--- src/i2c_status_pkg.sv ---
// Register map, field layout and reset values for the status/level/hold block
`default_nettype none
package i2c_status_pkg;
  localparam logic [7:0] transfer_status_off = 8'h70;
  localparam logic [7:0] tx_fifo_level_off = 8'h74;
  localparam logic [7:0] rx_fifo_level_off = 8'h78;
  localparam logic [7:0] data_hold_time_off = 8'h7c;
  localparam logic [7:0] controller_enable_off = 8'h6c;
  localparam int fifo_depth = 16;
  localparam int level_w = 5;
  localparam logic [level_w-1:0] fifo_depth_count = 5'h10;
  localparam logic [level_w-1:0] level_zero = 5'h00;
  localparam logic [level_w-1:0] level_one = 5'h01;
  localparam int st_activity_bit = 0;
  localparam int st_tx_has_room_bit = 1;
  localparam int st_tx_empty_bit = 2;
  localparam int st_rx_nonempty_bit = 3;
  localparam int st_rx_full_bit = 4;
  localparam int st_master_bit = 5;
  localparam int st_slave_bit = 6;
  localparam int tx_hold_lsb = 0;
  localparam int tx_hold_msb = 15;
  localparam int rx_hold_lsb = 16;
  localparam int rx_hold_msb = 23;
  localparam int enable_bit = 0;
  localparam logic [15:0] tx_hold_reset = 16'h0001;
  localparam logic [7:0] rx_hold_reset = 8'h00;
  localparam logic [15:0] tx_hold_min_master = 16'h0001;
  localparam logic [15:0] tx_hold_min_slave = 16'h0007;
  localparam logic [1:0] resp_okay = 2'h0;
  localparam logic [1:0] resp_slverr = 2'h2;
endpackage : i2c_status_pkg
`default_nettype wire

--- src/i2c_status_level_hold_regs.sv ---
// Status, FIFO level and data hold-time registers of the I2C controller
//
// Overview of operation
// RULE_01 - Status register read-only, no interrupts
// RULE_02 - Bit 6 shows slave machine not idle
// RULE_03 - Bit 5 shows master machine not idle
// RULE_04 - Bit 0 is slave OR master activity
// RULE_05 - Bit 4 set when receive FIFO full
// RULE_06 - Bit 3 set when receive FIFO nonempty
// RULE_07 - Bit 2 set when transmit FIFO empty
// RULE_08 - Bit 1 set while transmit FIFO has room
// RULE_09 - Disable forces bits 1,2 high, 3 low
// RULE_10 - Idle while disabled clears bits 5,6
// RULE_11 - Transmit count follows pushes and pops
// RULE_12 - Transmit count zeroed on disable or abort
// RULE_13 - Receive count follows writes and reads
// RULE_14 - Receive count zeroed on disable or abort
// RULE_15 - Low 16 bits set transmit hold
// RULE_16 - Bits 23:16 set receive hold
// RULE_17 - Hold register writable only when disabled
// RULE_18 - Hold in core cycles, minimum per role
// RULE_19 - Software keeps hold below clock-low minus two
// RULE_20 - Hold fields reset to 0x0001 and 0x00
// RULE_21 - Disable flushes both FIFOs
// RULE_22 - Reserved bits read zero, writes ignored
`default_nettype none
module i2c_status_level_hold_regs
  import i2c_status_pkg::*;
(
  input wire logic clock,
  input wire logic resetn,
  input wire logic [7:0] s_axi_awaddr,
  input wire logic s_axi_awvalid,
  output logic s_axi_awready,
  input wire logic [31:0] s_axi_wdata,
  input wire logic [3:0] s_axi_wstrb,
  input wire logic s_axi_wvalid,
  output logic s_axi_wready,
  output logic [1:0] s_axi_bresp,
  output logic s_axi_bvalid,
  input wire logic s_axi_bready,
  input wire logic [7:0] s_axi_araddr,
  input wire logic s_axi_arvalid,
  output logic s_axi_arready,
  output logic [31:0] s_axi_rdata,
  output logic [1:0] s_axi_rresp,
  output logic s_axi_rvalid,
  input wire logic s_axi_rready,
  input wire logic master_fsm_busy,
  input wire logic slave_fsm_busy,
  input wire logic tx_push,
  input wire logic tx_pop,
  input wire logic rx_push,
  input wire logic rx_pop,
  input wire logic transmit_abort_flag,
  input wire logic slave_bulk_abort,
  input wire logic master_role,
  output logic enabled_state,
  output logic [15:0] tx_hold_cycles,
  output logic [7:0] rx_hold_cycles,
  output logic tx_hold_active,
  output logic fifo_flush
);

  logic enable_reg, enable_next;
  logic [level_w-1:0] tx_occupancy_reg, tx_occupancy_next;
  logic [level_w-1:0] rx_occupancy_reg, rx_occupancy_next;
  logic [15:0] tx_hold_reg, tx_hold_next;
  logic [7:0] rx_hold_reg, rx_hold_next;
  logic abort_seen_reg;
  logic master_busy_reg, slave_busy_reg;

  // AXI write and read path state
  logic aw_held_reg, w_held_reg, bvalid_reg;
  logic [7:0] aw_addr_reg;
  logic [31:0] w_data_reg;
  logic [3:0] w_strb_reg;
  logic rvalid_reg;
  logic [31:0] rdata_reg;
  logic [1:0] bresp_reg, rresp_reg;

  // Activity bits: status reflects the engine's own idle state
  wire logic master_busy = master_fsm_busy; // [RULE_03]
  wire logic slave_busy = slave_fsm_busy; // [RULE_02]
  wire logic bus_active = master_busy_reg | slave_busy_reg; // [RULE_04]

  // Disable empties both FIFOs; flags are derived from counts so they follow
  wire logic tx_clear = ~enable_reg | abort_seen_reg | slave_bulk_abort; // [RULE_12] [RULE_21]
  wire logic rx_clear = ~enable_reg | abort_seen_reg; // [RULE_14] [RULE_21]

  wire logic rx_fifo_full = (rx_occupancy_reg == fifo_depth_count); // [RULE_05]
  wire logic rx_fifo_nonempty = (rx_occupancy_reg != level_zero); // [RULE_06] [RULE_09]
  wire logic tx_fifo_empty = (tx_occupancy_reg == level_zero); // [RULE_07] [RULE_09]
  wire logic tx_fifo_has_room = (tx_occupancy_reg != fifo_depth_count); // [RULE_08] [RULE_09]

  wire logic [31:0] status_word = {25'h0, slave_busy_reg, master_busy_reg, rx_fifo_full,
    rx_fifo_nonempty, tx_fifo_empty, tx_fifo_has_room, bus_active}; // [RULE_22]

  // Write channel acceptance
  wire logic aw_take = s_axi_awvalid & s_axi_awready;
  wire logic w_take = s_axi_wvalid & s_axi_wready;
  wire logic aw_have = aw_held_reg | aw_take;
  wire logic w_have = w_held_reg | w_take;
  wire logic [7:0] wr_addr = aw_held_reg ? aw_addr_reg : s_axi_awaddr;
  wire logic [31:0] wr_data = w_held_reg ? w_data_reg : s_axi_wdata;
  wire logic [3:0] wr_strb = w_held_reg ? w_strb_reg : s_axi_wstrb;
  wire logic wr_fire = aw_have & w_have & ~bvalid_reg;
  wire logic wr_enable = wr_fire & (wr_addr == controller_enable_off);
  // Hold register refuses writes while the controller runs
  wire logic wr_hold = wr_fire & (wr_addr == data_hold_time_off) & ~enable_reg; // [RULE_17]
  wire logic wr_known = (wr_addr == controller_enable_off) | (wr_addr == data_hold_time_off);
  // Status and levels are read-only: writes there return an error
  wire logic [1:0] wr_resp = wr_known ? resp_okay : resp_slverr; // [RULE_01]

  assign s_axi_awready = ~aw_held_reg & ~bvalid_reg;
  assign s_axi_wready = ~w_held_reg & ~bvalid_reg;
  assign s_axi_bvalid = bvalid_reg;
  assign s_axi_bresp = bresp_reg;

  // Read channel
  wire logic ar_take = s_axi_arvalid & s_axi_arready;
  assign s_axi_arready = ~rvalid_reg;
  assign s_axi_rvalid = rvalid_reg;
  assign s_axi_rdata = rdata_reg;
  assign s_axi_rresp = rresp_reg;

  wire logic rd_known = (s_axi_araddr == transfer_status_off) |
    (s_axi_araddr == tx_fifo_level_off) | (s_axi_araddr == rx_fifo_level_off) |
    (s_axi_araddr == data_hold_time_off) | (s_axi_araddr == controller_enable_off);
  wire logic [31:0] rd_word =
    (s_axi_araddr == transfer_status_off) ? status_word : // [RULE_01]
    (s_axi_araddr == tx_fifo_level_off) ? {27'h0, tx_occupancy_reg} : // [RULE_22]
    (s_axi_araddr == rx_fifo_level_off) ? {27'h0, rx_occupancy_reg} :
    (s_axi_araddr == data_hold_time_off) ? {8'h00, rx_hold_reg, tx_hold_reg} :
    (s_axi_araddr == controller_enable_off) ? {31'h0, enable_reg} : 32'h00000000;

  // Byte-lane merge for the hold and enable registers; upper byte of the hold register is reserved
  always_comb begin
    tx_hold_next = tx_hold_reg;
    rx_hold_next = rx_hold_reg;
    enable_next = enable_reg;
    if (wr_hold) begin
      if (wr_strb[0]) tx_hold_next[7:0] = wr_data[7:0]; // [RULE_15]
      if (wr_strb[1]) tx_hold_next[15:8] = wr_data[15:8];
      if (wr_strb[2]) rx_hold_next = wr_data[rx_hold_msb:rx_hold_lsb]; // [RULE_16] [RULE_22]
    end
    if (wr_enable && wr_strb[0]) begin
      enable_next = wr_data[enable_bit];
    end
  end

  // Occupancy counters; a push and pop in the same cycle cancel
  always_comb begin
    tx_occupancy_next = tx_occupancy_reg;
    if (tx_clear) begin
      tx_occupancy_next = level_zero; // [RULE_12]
    end else if (tx_push && !tx_pop && tx_fifo_has_room) begin
      tx_occupancy_next = tx_occupancy_reg + level_one; // [RULE_11]
    end else if (tx_pop && !tx_push && !tx_fifo_empty) begin
      tx_occupancy_next = tx_occupancy_reg - level_one; // [RULE_11]
    end
    rx_occupancy_next = rx_occupancy_reg;
    if (rx_clear) begin
      rx_occupancy_next = level_zero; // [RULE_14]
    end else if (rx_push && !rx_pop && !rx_fifo_full) begin
      rx_occupancy_next = rx_occupancy_reg + level_one; // [RULE_13]
    end else if (rx_pop && !rx_push && rx_fifo_nonempty) begin
      rx_occupancy_next = rx_occupancy_reg - level_one; // [RULE_13]
    end
  end

  always_ff @(posedge clock) begin
    if (!resetn) begin
      enable_reg <= 1'b0;
      tx_hold_reg <= tx_hold_reset; // [RULE_20]
      rx_hold_reg <= rx_hold_reset; // [RULE_20]
      tx_occupancy_reg <= level_zero;
      rx_occupancy_reg <= level_zero;
      abort_seen_reg <= 1'b0;
    end else begin
      enable_reg <= enable_next;
      tx_hold_reg <= tx_hold_next;
      rx_hold_reg <= rx_hold_next;
      tx_occupancy_reg <= tx_occupancy_next;
      rx_occupancy_reg <= rx_occupancy_next;
      abort_seen_reg <= transmit_abort_flag;
    end
  end

  // Activity is registered; engines report idle themselves after disable
  always_ff @(posedge clock) begin
    if (!resetn) begin
      master_busy_reg <= 1'b0;
      slave_busy_reg <= 1'b0;
    end else begin
      master_busy_reg <= master_busy; // [RULE_03] [RULE_10]
      slave_busy_reg <= slave_busy; // [RULE_02] [RULE_10]
    end
  end

  always_ff @(posedge clock) begin
    if (!resetn) begin
      aw_held_reg <= 1'b0;
      w_held_reg <= 1'b0;
      aw_addr_reg <= 8'h00;
      w_data_reg <= 32'h00000000;
      w_strb_reg <= 4'h0;
      bvalid_reg <= 1'b0;
      bresp_reg <= resp_okay;
    end else begin
      if (wr_fire) begin
        aw_held_reg <= 1'b0;
        w_held_reg <= 1'b0;
        bvalid_reg <= 1'b1;
        bresp_reg <= wr_resp;
      end else begin
        if (aw_take) begin
          aw_held_reg <= 1'b1;
          aw_addr_reg <= s_axi_awaddr;
        end
        if (w_take) begin
          w_held_reg <= 1'b1;
          w_data_reg <= s_axi_wdata;
          w_strb_reg <= s_axi_wstrb;
        end
        if (bvalid_reg && s_axi_bready) begin
          bvalid_reg <= 1'b0;
        end
      end
    end
  end

  always_ff @(posedge clock) begin
    if (!resetn) begin
      rvalid_reg <= 1'b0;
      rdata_reg <= 32'h00000000;
      rresp_reg <= resp_okay;
    end else if (ar_take) begin
      rvalid_reg <= 1'b1;
      rdata_reg <= rd_word;
      rresp_reg <= rd_known ? resp_okay : resp_slverr;
    end else if (rvalid_reg && s_axi_rready) begin
      rvalid_reg <= 1'b0;
    end
  end

  // The line engine uses the hold only above the role minimum
  assign tx_hold_active = master_role ? (tx_hold_reg > tx_hold_min_master) :
    (tx_hold_reg > tx_hold_min_slave); // [RULE_18]
  assign tx_hold_cycles = tx_hold_reg; // [RULE_15]
  assign rx_hold_cycles = rx_hold_reg; // [RULE_16]
  assign enabled_state = enable_reg;
  assign fifo_flush = ~enable_reg; // [RULE_21]
endmodule : i2c_status_level_hold_regs
`default_nettype wire

--- config.mk ---
export PLATFORM = sky130hd
export DESIGN_NAME = i2c_status_level_hold_regs
export DESIGN_NICKNAME = d
export VERILOG_FILES = /design/src/i2c_status_pkg.sv /design/src/i2c_status_level_hold_regs.sv
export SDC_FILE = /design/constraint.sdc
export NUM_CORES = 1
export LEC_CHECK = 0
export BUFFER_PORTS_ARGS = -buffer_cell sky130_fd_sc_hd__buf_2
export CAP_MARGIN = 15
export CORE_ASPECT_RATIO = 1.4
export CORE_MARGIN = 4
export CORE_UTILIZATION = 48
export CTS_CLUSTER_SIZE = 40
export DETAILED_ROUTE_END_ITERATION = 16
export PLACE_DENSITY = 0.77
export SLEW_MARGIN = 5
export SYNTH_ARGS = -nofsm -noshare
export SYNTH_HDL_FRONTEND = slang
export SYNTH_SLANG_ARGS = --single-unit
--- constraint.sdc ---
create_clock -name clock -period 2.42 [get_ports clock]
set_clock_uncertainty 0.15 [all_clocks]
set_input_delay 0.484 -clock clock [delete_from_list [all_inputs] [get_ports clock]]
set_output_delay 0.484 -clock clock [all_outputs]
set_load 0.02 [all_outputs]
==> impl_metrics.yaml <==
outcome:
  outcome: "finished, final reports clean"
synthesis:
  synth-seq-cells: 103
  syn_area_per_cell_um2: 8.76
  syn_area_um2: 5010
  synthCells: 572
  synth-simple-area-share_pct: 18.5
  synth_top_family_by_area: "compound AO/OA/AOI/OAI gates"
  yosys.area_share.adder_pct: 2.30
  synthXorXnorAreaFrac_pct: 0.349
  synth_edf_count: 0
  yosysWarnings: 0
  synth_compound_gate_area_share_pct: 19.5
  synthFlopType: "dfxtp_1"
  postSynth.asyncResetShare_pct: 0
  synth_cell_type_count: 57
  muxShareOfSynthArea_pct: 11.7
  yosysSeqAreaShare_pct: 41.1
sta:
  drv_slew: 0
  timing.fmax_mhz: 435
  finalHoldViolations: 0
  layout_min_cycle_time_ns: 2.30
  relSlewSlack_pct: 50.7
  hold_slack_ns: 0.199
  fin_crit_sh_pct: 95.1
  finalSetupTns_ns: 0
  finalSetupViolations: 0
  worst_pin_slew_ns: 0.719
cts:
  clk_pin_slew_ns: 0.07
  cts.sinks: 103
  htreeDepth: 3
  clk-insertion-delay-late_ns: 0.34
  cts_tree: "done"
  cts_buffer_depth: 2
  root_buffer: "clkbuf_16"
  cts-buffers-inserted: 9
  hold_buffers: 0
job:
  max_cap_violations: 0
power:
  p_clk_share_pct: 38.9
  ir_worst_vdd_mv: 0.463
  pwr_density_cell_nw_per_um2: 592
  p_int_mw: 2.64
  p_sw_mw: 0.960
  power_switching_share_pct: 26.7
  p_seq_share_pct: 49.0
  leakagePower_nw: 2.62
  pwr-share-comb_pct: 12.2
placement:
  hpwl_um: 9960
  dp_cells: 811
  io_buffers: 116
  place_area_um2: 5780
  place_congestion: 0.882
final_layout:
  final_common_cell: "buf_2"
  num-fill-cells: 888
  layout_common_cells: "buf_2 (116), dfxtp_1 (103), nand2_1 (84), nor2_1 (42), a21oi_1 (40)"
  post-route-cell-area_um2: 6080
  area_delta_synth_final_pct: 21.2
  final_cells: 827
  antenna_cells: 0
  final_core_util_pct: 60.4
  fin_nets: 763
  drive_gt1_share_pct: 28.5
detailed_routing:
  dr_total_vias: 4668
  postRouteAntennaNets: 0
  viasPerCell: 5.64
  drt-wirelength-per-cell_um: 16.1
  wl_met2_um: 6810
  wl_met3_um: 815
  routed_wirelength_um: 13300
  routed.top_layer: "met4"
  drtIter0Drc: 252
  drtPass1Iterations: 5
  drc: 0
  wl_met1_um: 5310
critical_path:
  max_stage_delay_ns: 0.39
  cp.buffers_inverters: 1
  worst_setup_path_start_kind: "register"
  critPathKind: "reg -> reg"
  critical_path.slowest_cell: "fa_1"
  worstPathArrival_ns: 2.39
  worstPathRequired_ns: 2.51
  path_delay_family: "compound AO/OA/AOI/OAI gates"
  crit_fanout: 5
  path_cells: "nor4_2 > a21oi_2 > inv_1 > fa_1 > a21o_1 > a21oi_1 > mux4_2 > and2_1"
  critPathCaptureType: "register"
floorplanning:
  die_area_um2: 12200
  initial_utilization_pct: 49.8
  row_count: 43
  die_x_um: 94.4
  fp.dieH_um: 129
  io_pins: 136
  core_um2: 10100
grt:
  overflow: 0
  grt_pass1_wl_um: 21200
  track_usage_pct: 21.7
  grt_max_degree: 42
  grt_pass1_vias: 4523
  antenna_found_initial: 0
hold_path:
  hold_class: "in -> reg"
==> final timing paths <==
kind	startpoint	to	slack, ns	cells past startpoint
min	transmit_abort_flag	abort_seen_reg	0.20	2
min reg2reg	s_axi_rdata[2]	s_axi_rdata[2]	0.30	2
max reg2reg	tx_occupancy_reg[1]	tx_occupancy_reg[4]	0.12	8
max	tx_occupancy_reg[1]	tx_occupancy_reg[4]	0.12	8
==> per-layer routing <==
metal  vias to the layer above  GRT usage (%)
met5                         -              0
met4                         0           9.01
met3                        25           3.16
met2                       148           38.5
met1                      2223           25.9
li1                       2272              -
==> kinds of logic (layout without fill, tap and decap cells) <==
logic type / after synthesis / count (layout)
buffers and inverters: 71 / 182
AOI/OAI and AO/OA: 138 / 138
muxes: 53 / 53
and+or+nand+nor: 196 / 196
xor gates and xnor gates: 2 / 2
DFF: 103 / 103
adders and majority gates: 8 / 8
other: 1 / 10
==> cell type report <==
type	count	area [um^2]	share of cell area (%)
timing repair buffer	142	788	13.0
clock buffer	9	225	3.71
inverter	24	90.1	1.48
multi-input combinational	407	2680	44.1
sequential	103	2060	33.9
tap	135	169	2.78
clock inverter	7	62.6	1.03
==> power by group through the flow <==
stage / sequential [mW] / clock [mW] / combinational, mW
3_3_place_gp: 1.80 / 0 / 0.422
6_report: 1.76 / 1.40 / 0.438
3_5_place_dp: 1.80 / 0 / 0.433
5_1_grt: 1.77 / 1.48 / 0.481
4_1_cts: 1.76 / 1.42 / 0.437
2_1_floorplan: 1.80 / 0 / 0.296
==> worst register-to-register path: stages, from the launching register on <==
cell	delay, ns
dfxtp_1	0.38
nor4_2	0.08
a21oi_2	0.22
inv_1	0.12
fa_1	0.40
a21o_1	0.20
a21oi_1	0.19
mux4_2	0.31
and2_1	0.17
==> cells in the mapped netlist (3+ instances only) <==
| library cell | instances | area, um^2 |
|---|---|---|
| a21oi_1 | 41 | 205 |
| a32oi_1 | 17 | 149 |
| nand3_1 | 12 | 60.1 |
| mux2i_1 | 25 | 250 |
| a21o_1 | 7 | 52.6 |
| nand3b_1 | 3 | 22.5 |
| nor2_1 | 42 | 158 |
| dfxtp_1 | 103 | 2060 |
| nor4_1 | 5 | 31.3 |
| clkbuf_1 | 26 | 97.6 |
| and2_1 | 7 | 43.8 |
| buf_2 | 8 | 40.0 |
| nor2b_1 | 6 | 37.5 |
| nand2_1 | 84 | 315 |
| nand2b_1 | 10 | 62.6 |
| a211o_1 | 5 | 43.8 |
| o2111ai_1 | 3 | 26.3 |
| a2111oi_0 | 17 | 149 |
| inv_1 | 23 | 86.3 |
| o211ai_1 | 3 | 22.5 |
| nand4_1 | 6 | 37.5 |
| mux2_2 | 26 | 293 |
| nor3_1 | 6 | 30.0 |
| or4_1 | 3 | 22.5 |
| buf_4 | 10 | 75.1 |
| a211oi_1 | 19 | 143 |
| ha_1 | 6 | 75.1 |
| o21ai_0 | 10 | 50.1 |
==> through the flow <==
step	power [mW]	setup slack (ns)
after floorplan	2.10	0.0417
after global placement	2.22	-0.0700
after detailed placement	2.23	-0.182
after CTS	3.62	0.108
after global routing	3.72	-0.0203
final	3.60	0.119
==> what timing repair did <==
action,4_1_cts,5_1_grt
resized for setup,0,1
endpoints found under the setup margin,0,1
endpoints found under the hold margin,0,0
buffers inserted,0,0
Note: power is estimated with default switching activity, not from simulation.
